$ cat src/rtl/amr_pkg.sv
/*
  Package for the analog front end register bank: offsets, reset values,
  field positions and selector codes.
  Assumes a byte-wide register port with 8-bit addresses.
*/
// Summary of operation
// - Input-connection bit 7 closes the link between the input ends; resets 0.
// - Negative selector upper nibble routes pins, common mode, DAC, sensor, amp, ground.
// - Positive selector lower nibble uses same map; 1010 is sensor plus.
// - Quiet amp bit 7 enables the amp, reset 0; bits 6..3 read zero.
// - Quiet amp bit 2 picks plus input: 0 external pin, 1 common mode.
// - Quiet amp bits 1 and 0 each drive a switch, 1 closed; reset open.
// - DAC code is 12 bits: high register 11..4, low register 3..0.
// - Writing the DAC low register fills only the shadow buffer.
// - Writing the DAC high register moves shadow into low, all bits together.
// - DAC control bit 7 enables the DAC, reset 0; bits 5..0 read zero.
// - DAC control bit 6 picks reference: 0 regulated output, 1 input supply.
// - Enabled DAC output is selectable for the common-mode buffer plus input.
// - Result appears in three read-only bytes, undefined after power-on.
// - With result latch on, result bytes hold and ignore new conversions.
package amr_pkg;

  localparam int ADDR_W = 8;
  localparam int DATA_W = 8;
  localparam int DAC_W  = 12;
  localparam int RES_W  = 24;

  // ************************************************************
  // Register offsets
  // ************************************************************
  localparam logic [7:0] OFS_INPUT_CONNECTION_CTRL = 8'h00;
  localparam logic [7:0] OFS_AMP_CHANNEL_SELECT    = 8'h01;
  localparam logic [7:0] OFS_LOW_NOISE_AMP_CTRL    = 8'h02;
  localparam logic [7:0] OFS_DAC_CODE_LOW          = 8'h03;
  localparam logic [7:0] OFS_DAC_CODE_HIGH         = 8'h04;
  localparam logic [7:0] OFS_DAC_CONTROL           = 8'h05;
  localparam logic [7:0] OFS_RESULT_BYTE_LOW       = 8'h06;
  localparam logic [7:0] OFS_RESULT_BYTE_MID       = 8'h07;
  localparam logic [7:0] OFS_RESULT_BYTE_HIGH      = 8'h08;
  localparam logic [7:0] OFS_RESULT_LATCH_CTRL     = 8'h09;

  // ************************************************************
  // Reset values and field positions
  // ************************************************************
  localparam logic [7:0] RST_BYTE     = 8'h00;
  localparam int BIT_LINK_CLOSE       = 7;
  localparam int BIT_ROUTE_HI         = 6;
  localparam int BIT_ROUTE_LO         = 5;
  localparam int BIT_QAMP_ON          = 7;
  localparam int BIT_QAMP_PLUS_SRC    = 2;
  localparam int BIT_QAMP_SW_B        = 1;
  localparam int BIT_QAMP_SW_A        = 0;
  localparam int BIT_DAC_ON           = 7;
  localparam int BIT_DAC_REF_PICK     = 6;
  localparam int BIT_RESULT_LATCH_ON  = 0;

  // ************************************************************
  // Selector codes shared by both input ends
  // ************************************************************
  localparam logic [3:0] SEL_PIN0      = 4'h0;
  localparam logic [3:0] SEL_PIN3      = 4'h3;
  localparam logic [3:0] SEL_COMMON    = 4'h8;
  localparam logic [3:0] SEL_DAC       = 4'h9;
  localparam logic [3:0] SEL_TEMP      = 4'hA;
  localparam logic [3:0] SEL_QAMP      = 4'hB;
  localparam logic [3:0] SEL_GROUND    = 4'hF;

  typedef enum logic [2:0] {
    AMR_SRC_PIN,
    AMR_SRC_COMMON,
    AMR_SRC_DAC,
    AMR_SRC_TEMP,
    AMR_SRC_QAMP,
    AMR_SRC_GROUND,
    AMR_SRC_NONE
  } amr_src_e;

endpackage

$ cat src/rtl/amr_regs.sv
/*
  Register bank for the analog front end: input multiplexer, quiet amp,
  12-bit DAC code with shadowed low part, DAC control, conversion result.
  Assumes a single-cycle register port on i_clk and a conversion engine
  on the same clock presenting results with a one-cycle valid pulse.
*/
// The register addresses and the strobed register port were left to the implementer.
`timescale 1ns/1ps
module amr_regs (
  input  wire logic                       i_clk,
  input  wire logic                       i_reset_n,
  input  wire logic [amr_pkg::ADDR_W-1:0] i_addr,
  input  wire logic [amr_pkg::DATA_W-1:0] i_wdata,
  input  wire logic                       i_wr,
  input  wire logic                       i_rd,
  output logic      [amr_pkg::DATA_W-1:0] o_rdata,
  input  wire logic [amr_pkg::RES_W-1:0]  i_result,
  input  wire logic                       i_result_valid,
  output logic                            o_input_link_close,
  output logic      [1:0]                 o_input_routing_field,
  output logic      [3:0]                 o_neg_end_selector,
  output logic      [3:0]                 o_pos_end_selector,
  output logic      [2:0]                 o_neg_end_source,
  output logic      [2:0]                 o_pos_end_source,
  output logic                            o_quiet_amp_on,
  output logic                            o_quiet_amp_plus_source,
  output logic                            o_quiet_amp_switch_b,
  output logic                            o_quiet_amp_switch_a,
  output logic      [amr_pkg::DAC_W-1:0]  o_dac_code,
  output logic                            o_dac_on,
  output logic                            o_dac_ref_pick,
  output logic                            o_dac_to_cm_buffer_ok,
  output logic                            o_result_latch_on
);
  import amr_pkg::*;

  // ************************************************************
  // Storage
  // ************************************************************
  logic [7:0] input_connection_ctrl;
  logic [7:0] amp_channel_select;
  logic [7:0] low_noise_amp_ctrl;
  logic [3:0] dac_shadow;
  logic [3:0] dac_code_low;
  logic [7:0] dac_code_high;
  logic [7:0] dac_control;
  logic [RES_W-1:0] result;
  logic       result_latch_on;

  logic wr_icc, wr_acs, wr_lna, wr_dcl, wr_dch, wr_dcc, wr_lat;
  assign wr_icc = i_wr && (i_addr == OFS_INPUT_CONNECTION_CTRL);
  assign wr_acs = i_wr && (i_addr == OFS_AMP_CHANNEL_SELECT);
  assign wr_lna = i_wr && (i_addr == OFS_LOW_NOISE_AMP_CTRL);
  assign wr_dcl = i_wr && (i_addr == OFS_DAC_CODE_LOW);
  assign wr_dch = i_wr && (i_addr == OFS_DAC_CODE_HIGH);
  assign wr_dcc = i_wr && (i_addr == OFS_DAC_CONTROL);
  assign wr_lat = i_wr && (i_addr == OFS_RESULT_LATCH_CTRL);

  // ************************************************************
  // Selector decode, shared by both ends
  // ************************************************************
  function automatic amr_src_e decode_sel(input logic [3:0] code);
    amr_src_e s;
    s = AMR_SRC_NONE;
    if (code <= SEL_PIN3) begin
      s = AMR_SRC_PIN;
    end else if (code == SEL_COMMON) begin
      s = AMR_SRC_COMMON;
    end else if (code == SEL_DAC) begin
      s = AMR_SRC_DAC;
    end else if (code == SEL_TEMP) begin
      s = AMR_SRC_TEMP;
    end else if (code == SEL_QAMP) begin
      s = AMR_SRC_QAMP;
    end else if (code == SEL_GROUND) begin
      s = AMR_SRC_GROUND;
    end
    return s;
  endfunction

  // ************************************************************
  // Control registers
  // ************************************************************
  always_ff @(posedge i_clk or negedge i_reset_n) begin
    if (!i_reset_n) begin
      input_connection_ctrl <= RST_BYTE;
    end else if (wr_icc) begin
      // Only bits 7..5 exist; the rest stay zero
      input_connection_ctrl <= {i_wdata[7:5], 5'h00};
    end
  end

  always_ff @(posedge i_clk or negedge i_reset_n) begin
    if (!i_reset_n) begin
      amp_channel_select <= RST_BYTE;
    end else if (wr_acs) begin
      amp_channel_select <= i_wdata;
    end
  end

  always_ff @(posedge i_clk or negedge i_reset_n) begin
    if (!i_reset_n) begin
      low_noise_amp_ctrl <= RST_BYTE;
    end else if (wr_lna) begin
      low_noise_amp_ctrl <= {i_wdata[7], 4'h0, i_wdata[2:0]};
    end
  end

  // Shadow low nibble; live only after a high-byte write
  always_ff @(posedge i_clk or negedge i_reset_n) begin
    if (!i_reset_n) begin
      dac_shadow <= 4'h0;
    end else if (wr_dcl) begin
      dac_shadow <= i_wdata[3:0];
    end
  end

  always_ff @(posedge i_clk or negedge i_reset_n) begin
    if (!i_reset_n) begin
      dac_code_high <= RST_BYTE;
      dac_code_low  <= 4'h0;
    end else if (wr_dch) begin
      dac_code_high <= i_wdata;
      dac_code_low  <= dac_shadow;
    end
  end

  always_ff @(posedge i_clk or negedge i_reset_n) begin
    if (!i_reset_n) begin
      dac_control <= RST_BYTE;
    end else if (wr_dcc) begin
      dac_control <= {i_wdata[7:6], 6'h00};
    end
  end

  always_ff @(posedge i_clk or negedge i_reset_n) begin
    if (!i_reset_n) begin
      result_latch_on <= 1'b0;
    end else if (wr_lat) begin
      result_latch_on <= i_wdata[BIT_RESULT_LATCH_ON];
    end
  end

  // Result has no reset: undefined after power-on
  always_ff @(posedge i_clk) begin
    if (i_result_valid && !result_latch_on) begin
      result <= i_result;
    end
  end

  // ************************************************************
  // Read port
  // ************************************************************
  always_ff @(posedge i_clk or negedge i_reset_n) begin
    if (!i_reset_n) begin
      o_rdata <= RST_BYTE;
    end else if (i_rd) begin
      unique case (i_addr)
        OFS_INPUT_CONNECTION_CTRL: o_rdata <= input_connection_ctrl;
        OFS_AMP_CHANNEL_SELECT:    o_rdata <= amp_channel_select;
        OFS_LOW_NOISE_AMP_CTRL:    o_rdata <= low_noise_amp_ctrl;
        OFS_DAC_CODE_LOW:          o_rdata <= {4'h0, dac_code_low};
        OFS_DAC_CODE_HIGH:         o_rdata <= dac_code_high;
        OFS_DAC_CONTROL:           o_rdata <= dac_control;
        OFS_RESULT_BYTE_LOW:       o_rdata <= result[7:0];
        OFS_RESULT_BYTE_MID:       o_rdata <= result[15:8];
        OFS_RESULT_BYTE_HIGH:      o_rdata <= result[23:16];
        OFS_RESULT_LATCH_CTRL:     o_rdata <= {7'h00, result_latch_on};
        default:                   o_rdata <= RST_BYTE;
      endcase
    end else begin
      o_rdata <= RST_BYTE;
    end
  end

  // ************************************************************
  // Analog control outputs, registered
  // ************************************************************
  always_ff @(posedge i_clk or negedge i_reset_n) begin
    if (!i_reset_n) begin
      o_input_link_close      <= 1'b0;
      o_input_routing_field   <= 2'h0;
      o_neg_end_selector      <= 4'h0;
      o_pos_end_selector      <= 4'h0;
      o_neg_end_source        <= 3'h0;
      o_pos_end_source        <= 3'h0;
      o_quiet_amp_on          <= 1'b0;
      o_quiet_amp_plus_source <= 1'b0;
      o_quiet_amp_switch_b    <= 1'b0;
      o_quiet_amp_switch_a    <= 1'b0;
      o_dac_code              <= 12'h000;
      o_dac_on                <= 1'b0;
      o_dac_ref_pick          <= 1'b0;
      o_dac_to_cm_buffer_ok   <= 1'b0;
      o_result_latch_on       <= 1'b0;
    end else begin
      o_input_link_close      <= input_connection_ctrl[BIT_LINK_CLOSE];
      o_input_routing_field   <=
        input_connection_ctrl[BIT_ROUTE_HI:BIT_ROUTE_LO];
      o_neg_end_selector      <= amp_channel_select[7:4];
      o_pos_end_selector      <= amp_channel_select[3:0];
      o_neg_end_source        <= decode_sel(amp_channel_select[7:4]);
      o_pos_end_source        <= decode_sel(amp_channel_select[3:0]);
      o_quiet_amp_on          <= low_noise_amp_ctrl[BIT_QAMP_ON];
      o_quiet_amp_plus_source <=
        low_noise_amp_ctrl[BIT_QAMP_PLUS_SRC];
      o_quiet_amp_switch_b    <= low_noise_amp_ctrl[BIT_QAMP_SW_B];
      o_quiet_amp_switch_a    <= low_noise_amp_ctrl[BIT_QAMP_SW_A];
      o_dac_code              <= {dac_code_high, dac_code_low};
      o_dac_on                <= dac_control[BIT_DAC_ON];
      o_dac_ref_pick          <= dac_control[BIT_DAC_REF_PICK];
      o_dac_to_cm_buffer_ok   <= dac_control[BIT_DAC_ON];
      o_result_latch_on       <= result_latch_on;
    end
  end

endmodule

$ cat config.mk
export PLATFORM = sky130hd
export DESIGN_NAME = amr_regs
export DESIGN_NICKNAME = d
export VERILOG_FILES = /design/src/rtl/amr_pkg.sv /design/src/rtl/amr_regs.sv
export SDC_FILE = /design/constraint.sdc
export NUM_CORES = 1
export LEC_CHECK = 0
export BUFFER_PORTS_ARGS = -buffer_cell sky130_fd_sc_hd__buf_2
export CORE_UTILIZATION = 25
export CTS_CLUSTER_SIZE = 8
export DETAILED_ROUTE_END_ITERATION = 8
export HOLD_SLACK_MARGIN = 0.03
export MAX_ROUTING_LAYER = met4
export REMOVE_ABC_BUFFERS = 1
export SLEW_MARGIN = 20
export SYNTH_ARGS = -nofsm -noshare
export SYNTH_HDL_FRONTEND = slang
export SYNTH_SLANG_ARGS = --single-unit
export TNS_END_PERCENT = 100
$ cat constraint.sdc
create_clock -name i_clk -period 1.9 [get_ports i_clk]
set_clock_uncertainty 0.15 [all_clocks]
set_input_delay 0.095 -clock i_clk [delete_from_list [all_inputs] [get_ports i_clk]]
set_output_delay 0.095 -clock i_clk [all_outputs]
set_load 0.005 [all_outputs]
==> impl_metrics.toml, run 1 <==
[critical_path]
data_arrival_at_the_endpoint_of_the_critical_path_ps = 1900
critical_path.endpoint_type = "flop"
worst_setup_path_start_kind = "input pin"
timing_worst_setup_path_type = "input pin to flop"
origin_of_the_critical_flop_to_flop_path = "amp_channel_select[5]"
timing.reg2reg.worst_path_depth = 4
critical_path_peak_fanout = 5
cp.required_ps = 1980
regToRegSetupSlack_ps = 470
r2r-end = "o_rdata[5]"

[sta]
finalHoldViolations = 0
fin_ws_ps = 83.32
setup_total_negative_slack_ps = 0
fin_crit_ps = 1817
max_freq_mhz = 550.5
setup-violations-final = 0
fin_crit_sh_pct = 95.61
setup_repair_after_global_routing_missed_its_margin = "no"
slew_headroom_pct = 64.39
max_slew.worst_pin.slew_ps = 534.2
finalMaxSlewViolations = 0

[synthesis]
yosysWarningCount = 0
postSynth.topFlopCell = "dfrtp_1"
synth_top_area_share_pct = 50.76
avgSynthCellArea_um2 = 15.32
synth-seq-area-share_pct = 69.51
async_reset_ff_share_pct = 76.47
synth_largest_area_cell = "dfrtp_1"
postSynthCellCount = 251
synth-edff-count = 24
synthTopCellsByArea = "dfrtp_1 (51%), edfxtp_1 (19%), mux2_2 (11%), mux2i_1 (1.8%), a22o_1 (1.1%)"
ys_top_cells_by_count = "dfrtp_1 (78), mux2_2 (38), edfxtp_1 (24)"
yosysMostFrequentCell = "dfrtp_1"
netlist_area_mm2 = 0.003845
synth.ff_latch_count = 102
synth_cell_types = 41

[floorplan]
floorplan.rows = 44
core_mm2 = 0.01475
start_util_pct = 26.06
dieHeight_um = 126.0
ioPinCount = 90
dieArea_mm2 = 0.01588
die_x_um = 126.0

[routing]
drt-wirelength-per-cell_um = 16.40
route.antenna.remaining_nets = 0
post-route-drc-count = 0
dr.first_iter.drc_count = 163
via_per_inst = 4.446
total_wirelength_um = 9527
drtPass1Iterations = 4
vias = 2583

[global_route]
grt_pass1_wl_um = 15370
grt_start_max_net_pins = 40
grtUsageMet2_pct = 19.76
grt_remaining_overflow = 0
met1_usage_pct = 17.72
grt_use_met3_pct = 4.291
gr-max-usage-layer = "met2"
grt_pass1_vias = 2688
grt_antenna_before_repair = 0
grt_use_total_pct = 13.36

[clock_network]
clock-root-buffer = "clkbuf_16"
clkTransAtPathRegs_ps = 70
clock_tree.buffer_depth = 2
clk_latency_ps = 340
tritoncts = "yes"
h-tree-depth = 3
clock_sink_count = 102
cts_made_buffers = 9
cts_setup_buffers = 0

[finish]
postLayoutCoreUtil_pct = 35.44
final_net_count = 436
drive_above_1_share_pct = 40.40
fill_cells = 1473
syn2layout_area_growth_pct = 35.99

[placement]
pre_cts_slack_ps = 155.6
dp.final_hpwl_um = 7033
globalplace.congestion = 0.8657
port_buffers = 89

[min_path]
class_of_the_worst_hold_path = "input pin to flop"
holdPathEnd = "o_rdata[3]"
min-delay-start = "i_addr[3]"
hold_path_depth = 3

[power]
vdd.ir_drop.worst_v = 0.0003842
leakagePower_nw = 2.553
powerDensity_mw_per_mm2 = 852.1

[job]
maxCapViolations = 0

[status]
run_status = "completed"
==> worst max-delay path: stages <==
cell	delay, ps
dlygate4sd3_1	530
buf_2	130
nor4_4	240
dlygate4sd3_1	630
nand3_1	120
o32ai_1	160
==> layout by cell type, fill, tap and decap left out, types with 3 or more instances in the layout <==
| cell type | count |
|---|---|
| dlygate4sd3_1 | 37 |
| o21a_1 | 3 |
| mux2_2 | 38 |
| o21ai_0 | 6 |
| nand2_1 | 6 |
| inv_1 | 3 |
| and2_1 | 3 |
| a2bb2oi_1 | 3 |
| edfxtp_1 | 24 |
| nor2_1 | 9 |
| clkbuf_16 | 9 |
| a22o_1 | 5 |
| and3_1 | 6 |
| buf_4 | 13 |
| dfrtp_1 | 78 |
| a22oi_1 | 4 |
| nor2b_1 | 5 |
| nand3_1 | 7 |
| a31oi_1 | 4 |
| buf_2 | 88 |
| mux2i_1 | 7 |
==> worst max-delay path by stage <==
stage | from | to | cells past startpoint
after detailed placement | i_addr[5] | low_noise_amp_ctrl[2] | 5
after global placement | i_addr[5] | low_noise_amp_ctrl[0] | 5
after global routing | i_addr[6] | o_rdata[2] | 6
final | i_addr[6] | o_rdata[2] | 6
after CTS | i_addr[6] | o_rdata[2] | 6
after floorplan | result_latch_on | result[0] | 1
==> sequential cells by signal (all words and copies together) (netlist names), 4 cells and up <==
name and flops:
o_pos_end_selector 4, o_neg_end_selector 4, result 24, low_noise_amp_ctrl 4, o_rdata 8, amp_channel_select 8
dac_shadow 4, dac_code_high 8, dac_code_low 4, o_dac_code 12
==> power by group <==
| part | switching (W) | internal (W) | total [W] |
|---|---|---|---|
| logic | 0.000173 | 0.000191 | 0.000364 |
| registers | 0.0000599 | 0.00235 | 0.00241 |
| clock network | 0.000761 | 0.000918 | 0.00168 |
==> layout make-up <==
type	count	area [um2]	share of cell area, %
well taps	184	230.2	4.403
flip-flops and latches	102	2673	51.11
repair buffers	139	928.4	17.76
clock inverters	4	23.77	0.4547
clock buffers	12	246.5	4.714
diodes	1	2.502	0.04786
inverters	3	11.26	0.2154
multi-input cells	136	1114	21.30
==> repair_timing <==
action                     CTS  global route
resized for setup            0             0
setup endpoints to repair    0             0
hold buffers                37             0
hold endpoints to repair   120             0
==> metrics by stage <==
stage	power [W]	std cells	instance area, um2	hold slack (ps)
after CTS	0.004518	580	5226	49.66
after global routing	0.004671	580	5226	85.30
after detailed placement	0.002770	527	4586	-36.36
after global placement	0.002761	527	4586	-46.55
final	0.004456	581	5229	65.22
after floorplan	0.002550	241	3795	-350.6
==> routing by layer <==
| metal | share of wire, % | up-vias |
|---|---|---|
| li1 | - | 1212 |
| met1 | 48 | 1274 |
| met2 | 46 | 86 |
| met3 | 4.9 | 11 |
| met4 | 1.2 | 0 |
| met5 | 0 | - |
==> cell families (layout without fill, tap and decap cells) <==
| logic type | after synthesis | count (layout) | share of synthesized area [%] |
|---|---|---|---|
| and+or+nand+nor | 49 | 49 | 7.908 |
| AOI/OAI and AO/OA | 42 | 42 | 8.038 |
| buffers and inverters | 13 | 158 | 1.594 |
| other | 0 | 1 | 0 |
| muxes | 45 | 45 | 12.95 |
| DFF | 102 | 102 | 69.51 |
(Power assumes the default switching activity.)
==> run 2, diff against run 1 <==
--- a/config.mk
+++ b/config.mk
@@ -5,6 +5,7 @@
 export SDC_FILE = /design/constraint.sdc
 export NUM_CORES = 1
 export LEC_CHECK = 0
+export ABC_AREA = 1
 export BUFFER_PORTS_ARGS = -buffer_cell sky130_fd_sc_hd__buf_2
 export CORE_UTILIZATION = 25
 export CTS_CLUSTER_SIZE = 8
==> constraint.sdc (replaced) <==
create_clock -name i_clk -period 1.9 [get_ports i_clk]
set_clock_uncertainty 0.15 [all_clocks]
set_input_delay 0.38 -clock i_clk [delete_from_list [all_inputs] [get_ports i_clk]]
set_output_delay 0.38 -clock i_clk [all_outputs]
set_load 0.005 [all_outputs]
==> run 2 against run 1 <==
  * Core utilization fell by 3.0 points
  * Maximum frequency increased by 26%
  * Synthesized area up 3.6%
  * Largest power group unchanged
  * Die area is 3.6% higher
  * Design area fell by 4.5%
  * Non-clock buffer count fell by 42
  * First-iteration DRC count increased by 36%
  * Clock power is 8% higher
  * Setup slack better by 370 ps
==> impl_metrics.toml, run 2 <==
[finish]
finalNonFillerCells = 674
final_net_count = 503
syn2layout_area_growth_pct = 25.28
max_flop_register = "result"
leading_cell_types_in_the_layout_fill_and_taps_excluded = "buf_2 (88), dfrtp_1 (78), nand2_1 (69)"
drive_above_1_share_pct = 34.99
largest_registers = "result: 24 flops, o_dac_code: 12 flops"
antenna-diode-count = 0
finish.instance_area_mm2 = 0.004991
most_common_cell_after_layout_fill_and_taps_aside = "buf_2"
fill_cells = 1555
largest_register_ffs = 24

[min_path]
class_of_the_worst_hold_path = "input pin to flop"

[placement]
pre_cts_slack_ps = 97.01
dp.final_hpwl_um = 7279
dpl_cell_area_mm2 = 0.004691
port_buffers = 89
dp_cells = 657
globalplace.congestion = 0.9027

[clock_network]
clock-root-buffer = "clkbuf_16"
cts_made_buffers = 9
h-tree-depth = 3
clk_latency_ps = 350
clock_sink_count = 102
clock_tree.buffer_depth = 2
clkTransAtPathRegs_ps = 70
tritoncts = "yes"

[synthesis]
yosysMostFrequentCell = "dfrtp_1"
synth.area.mux_share_pct = 0
synth_top_family_by_area = "simple AND/OR/NAND/NOR gates"
postSynth.topFlopCell = "dfrtp_1"
synth_top_area_share_pct = 48.99
ys_top_cells_by_count = "dfrtp_1 (78), nand2_1 (69), nand3_1 (47)"
synth_simple_gate_area_share_pct = 20.67
avgSynthCellArea_um2 = 11.13
post_synth_fa_ha_maj_area_fraction_pct = 0
async_reset_ff_share_pct = 76.47
netlist_area_mm2 = 0.003984
synth-edff-count = 24
yosysWarningCount = 0
post_synthesis_xor_xnor_area_fraction_pct = 0
synthTopCellsByArea = "dfrtp_1 (49%), edfxtp_1 (18%), nand2_1 (6.5%), nand3_1 (5.9%), o21ai_2 (3.5%)"
synth_largest_area_cell = "dfrtp_1"
postSynthCellCount = 358
synth_cell_types = 24
synth.ff_latch_count = 102
synth_compound_gate_area_share_pct = 7.475
synth-seq-area-share_pct = 67.09

[critical_path]
data_arrival_at_the_endpoint_of_the_critical_path_ps = 1530
timing_worst_setup_path_type = "input pin to flop"
critical_path.endpoint_type = "flop"
worst_setup_path_start_kind = "input pin"
cp.required_ps = 1980
critical_path_peak_fanout = 20

[routing]
drtPass1Iterations = 5
via_per_inst = 4.209
vias = 2837
total_wirelength_um = 9646
post-route-drc-count = 0
drt-wirelength-per-cell_um = 14.31
route.antenna.remaining_nets = 0
dr.first_iter.drc_count = 221

[floorplan]
die_x_um = 128.2
dieArea_mm2 = 0.01644
dieHeight_um = 128.2
ioPinCount = 90
start_util_pct = 25.92
floorplan.rows = 45
core_mm2 = 0.01537

[sta]
max_slew.worst_pin.slew_ps = 345.5
fin_crit_ps = 1442
fin_ws_ps = 458.0
finalMaxSlewViolations = 0
setup_repair_after_global_routing_missed_its_margin = "no"
setup-violations-final = 0
slew_headroom_pct = 76.97
setup_total_negative_slack_ps = 0
finalHoldViolations = 0
max_freq_mhz = 693.5
fin_crit_sh_pct = 75.89

[global_route]
grt_antenna_before_repair = 0
grt_pass1_wl_um = 15440
grt_pass1_vias = 2811
grt_remaining_overflow = 0
grt_use_total_pct = 13.01
grt_start_max_net_pins = 43

[job]
maxCapViolations = 0

[power]
powerDensity_mw_per_mm2 = 902.5
leakagePower_nw = 2.488
vdd.ir_drop.worst_v = 0.0004154

[status]
run_status = "completed"
## run 2: changes by cell type in the layout (fill, tap and decap cells not counted), sizes merged, moves of 7 or more
cell | before | now
mux2 | 38 | 0
mux2i | 7 | 0
a21oi | 2 | 9
dlygate4sd3 | 37 | 1
nand3 | 8 | 48
and3 | 7 | 0
nor2 | 9 | 32
o21ai | 6 | 36
inv | 3 | 31
nand2 | 6 | 86
## run 2: through the flow
stage                     power (W)  hold slack (ps)  utilization (%)
after CTS                  0.004555            41.68            32.47
after floorplan            0.002544           -65.59                -
after global placement     0.002722            145.0            30.52
after detailed placement   0.002732            146.1            30.52
after global routing       0.004690            41.86            32.47
final                      0.004504            55.16            32.47
## run 2: layer usage
metal	track usage [%]	vias up	part of all wire (%)
met4	4.360	0	1.5
met1	16.97	1335	46
met3	3.631	17	6.5
li1	-	1379	-
met2	19.36	106	46
met5	-	-	0
## run 2: cells by family after synthesis
kind of cell / count (synthesis)
AND/OR/NAND/NOR: 171
flip-flops: 102
AO/OA/AOI/OAI: 47
buffers and inverters: 38
## run 2: worst max-delay path: stages
cell and delay (ps):
buf_2 100, nor2_2 100, nand2_2 130, inv_4 190, nand2_2 110, inv_4 130
nand2_4 190, nand2_2 120, o21ai_2 60
## run 2: power by group
group | internal (W) | total [W] | switching (W) | leakage, nW
Combinational | 0.000103 | 0.000270 | 0.000168 | 1.03
Sequential | 0.00235 | 0.00241 | 0.0000599 | 1.31
Clock | 0.00102 | 0.00182 | 0.000804 | 0.140
## run 2: worst paths after layout
path | startpoint | end | slack, ps | cells past startpoint
min in group asynchronous | i_reset_n | o_quiet_amp_on | 310 | 2
max in group asynchronous | i_reset_n | o_rdata[4] | 750 | 3
setup / recovery | i_addr[5] | dac_code_high[2] | 460 | 9
setup reg to reg | result_latch_on | result[19] | 560 | 2
hold reg to reg | input_connection_ctrl[6] | o_input_routing_field[1] | 270 | 0
hold / removal | i_result[23] | result[23] | 60 | 1
## run 2: layout make-up
class	count	area, um2	area share (%)
clock buffers	10	229.0	4.588
clock inverters	6	61.31	1.228
inverters	30	117.6	2.356
multi-input cells	218	1124	22.51
flip-flops and latches	102	2673	53.55
well taps	211	264.0	5.290
repair buffers	97	523.0	10.48
## run 2: repair_timing
item                                    4_1_cts  5_1_grt
endpoints found under the setup margin        0        0
setup buffers                                 0        0
hold endpoints to repair                     20        0
gates resized for setup                       0        0
hold buffers                                  1        0
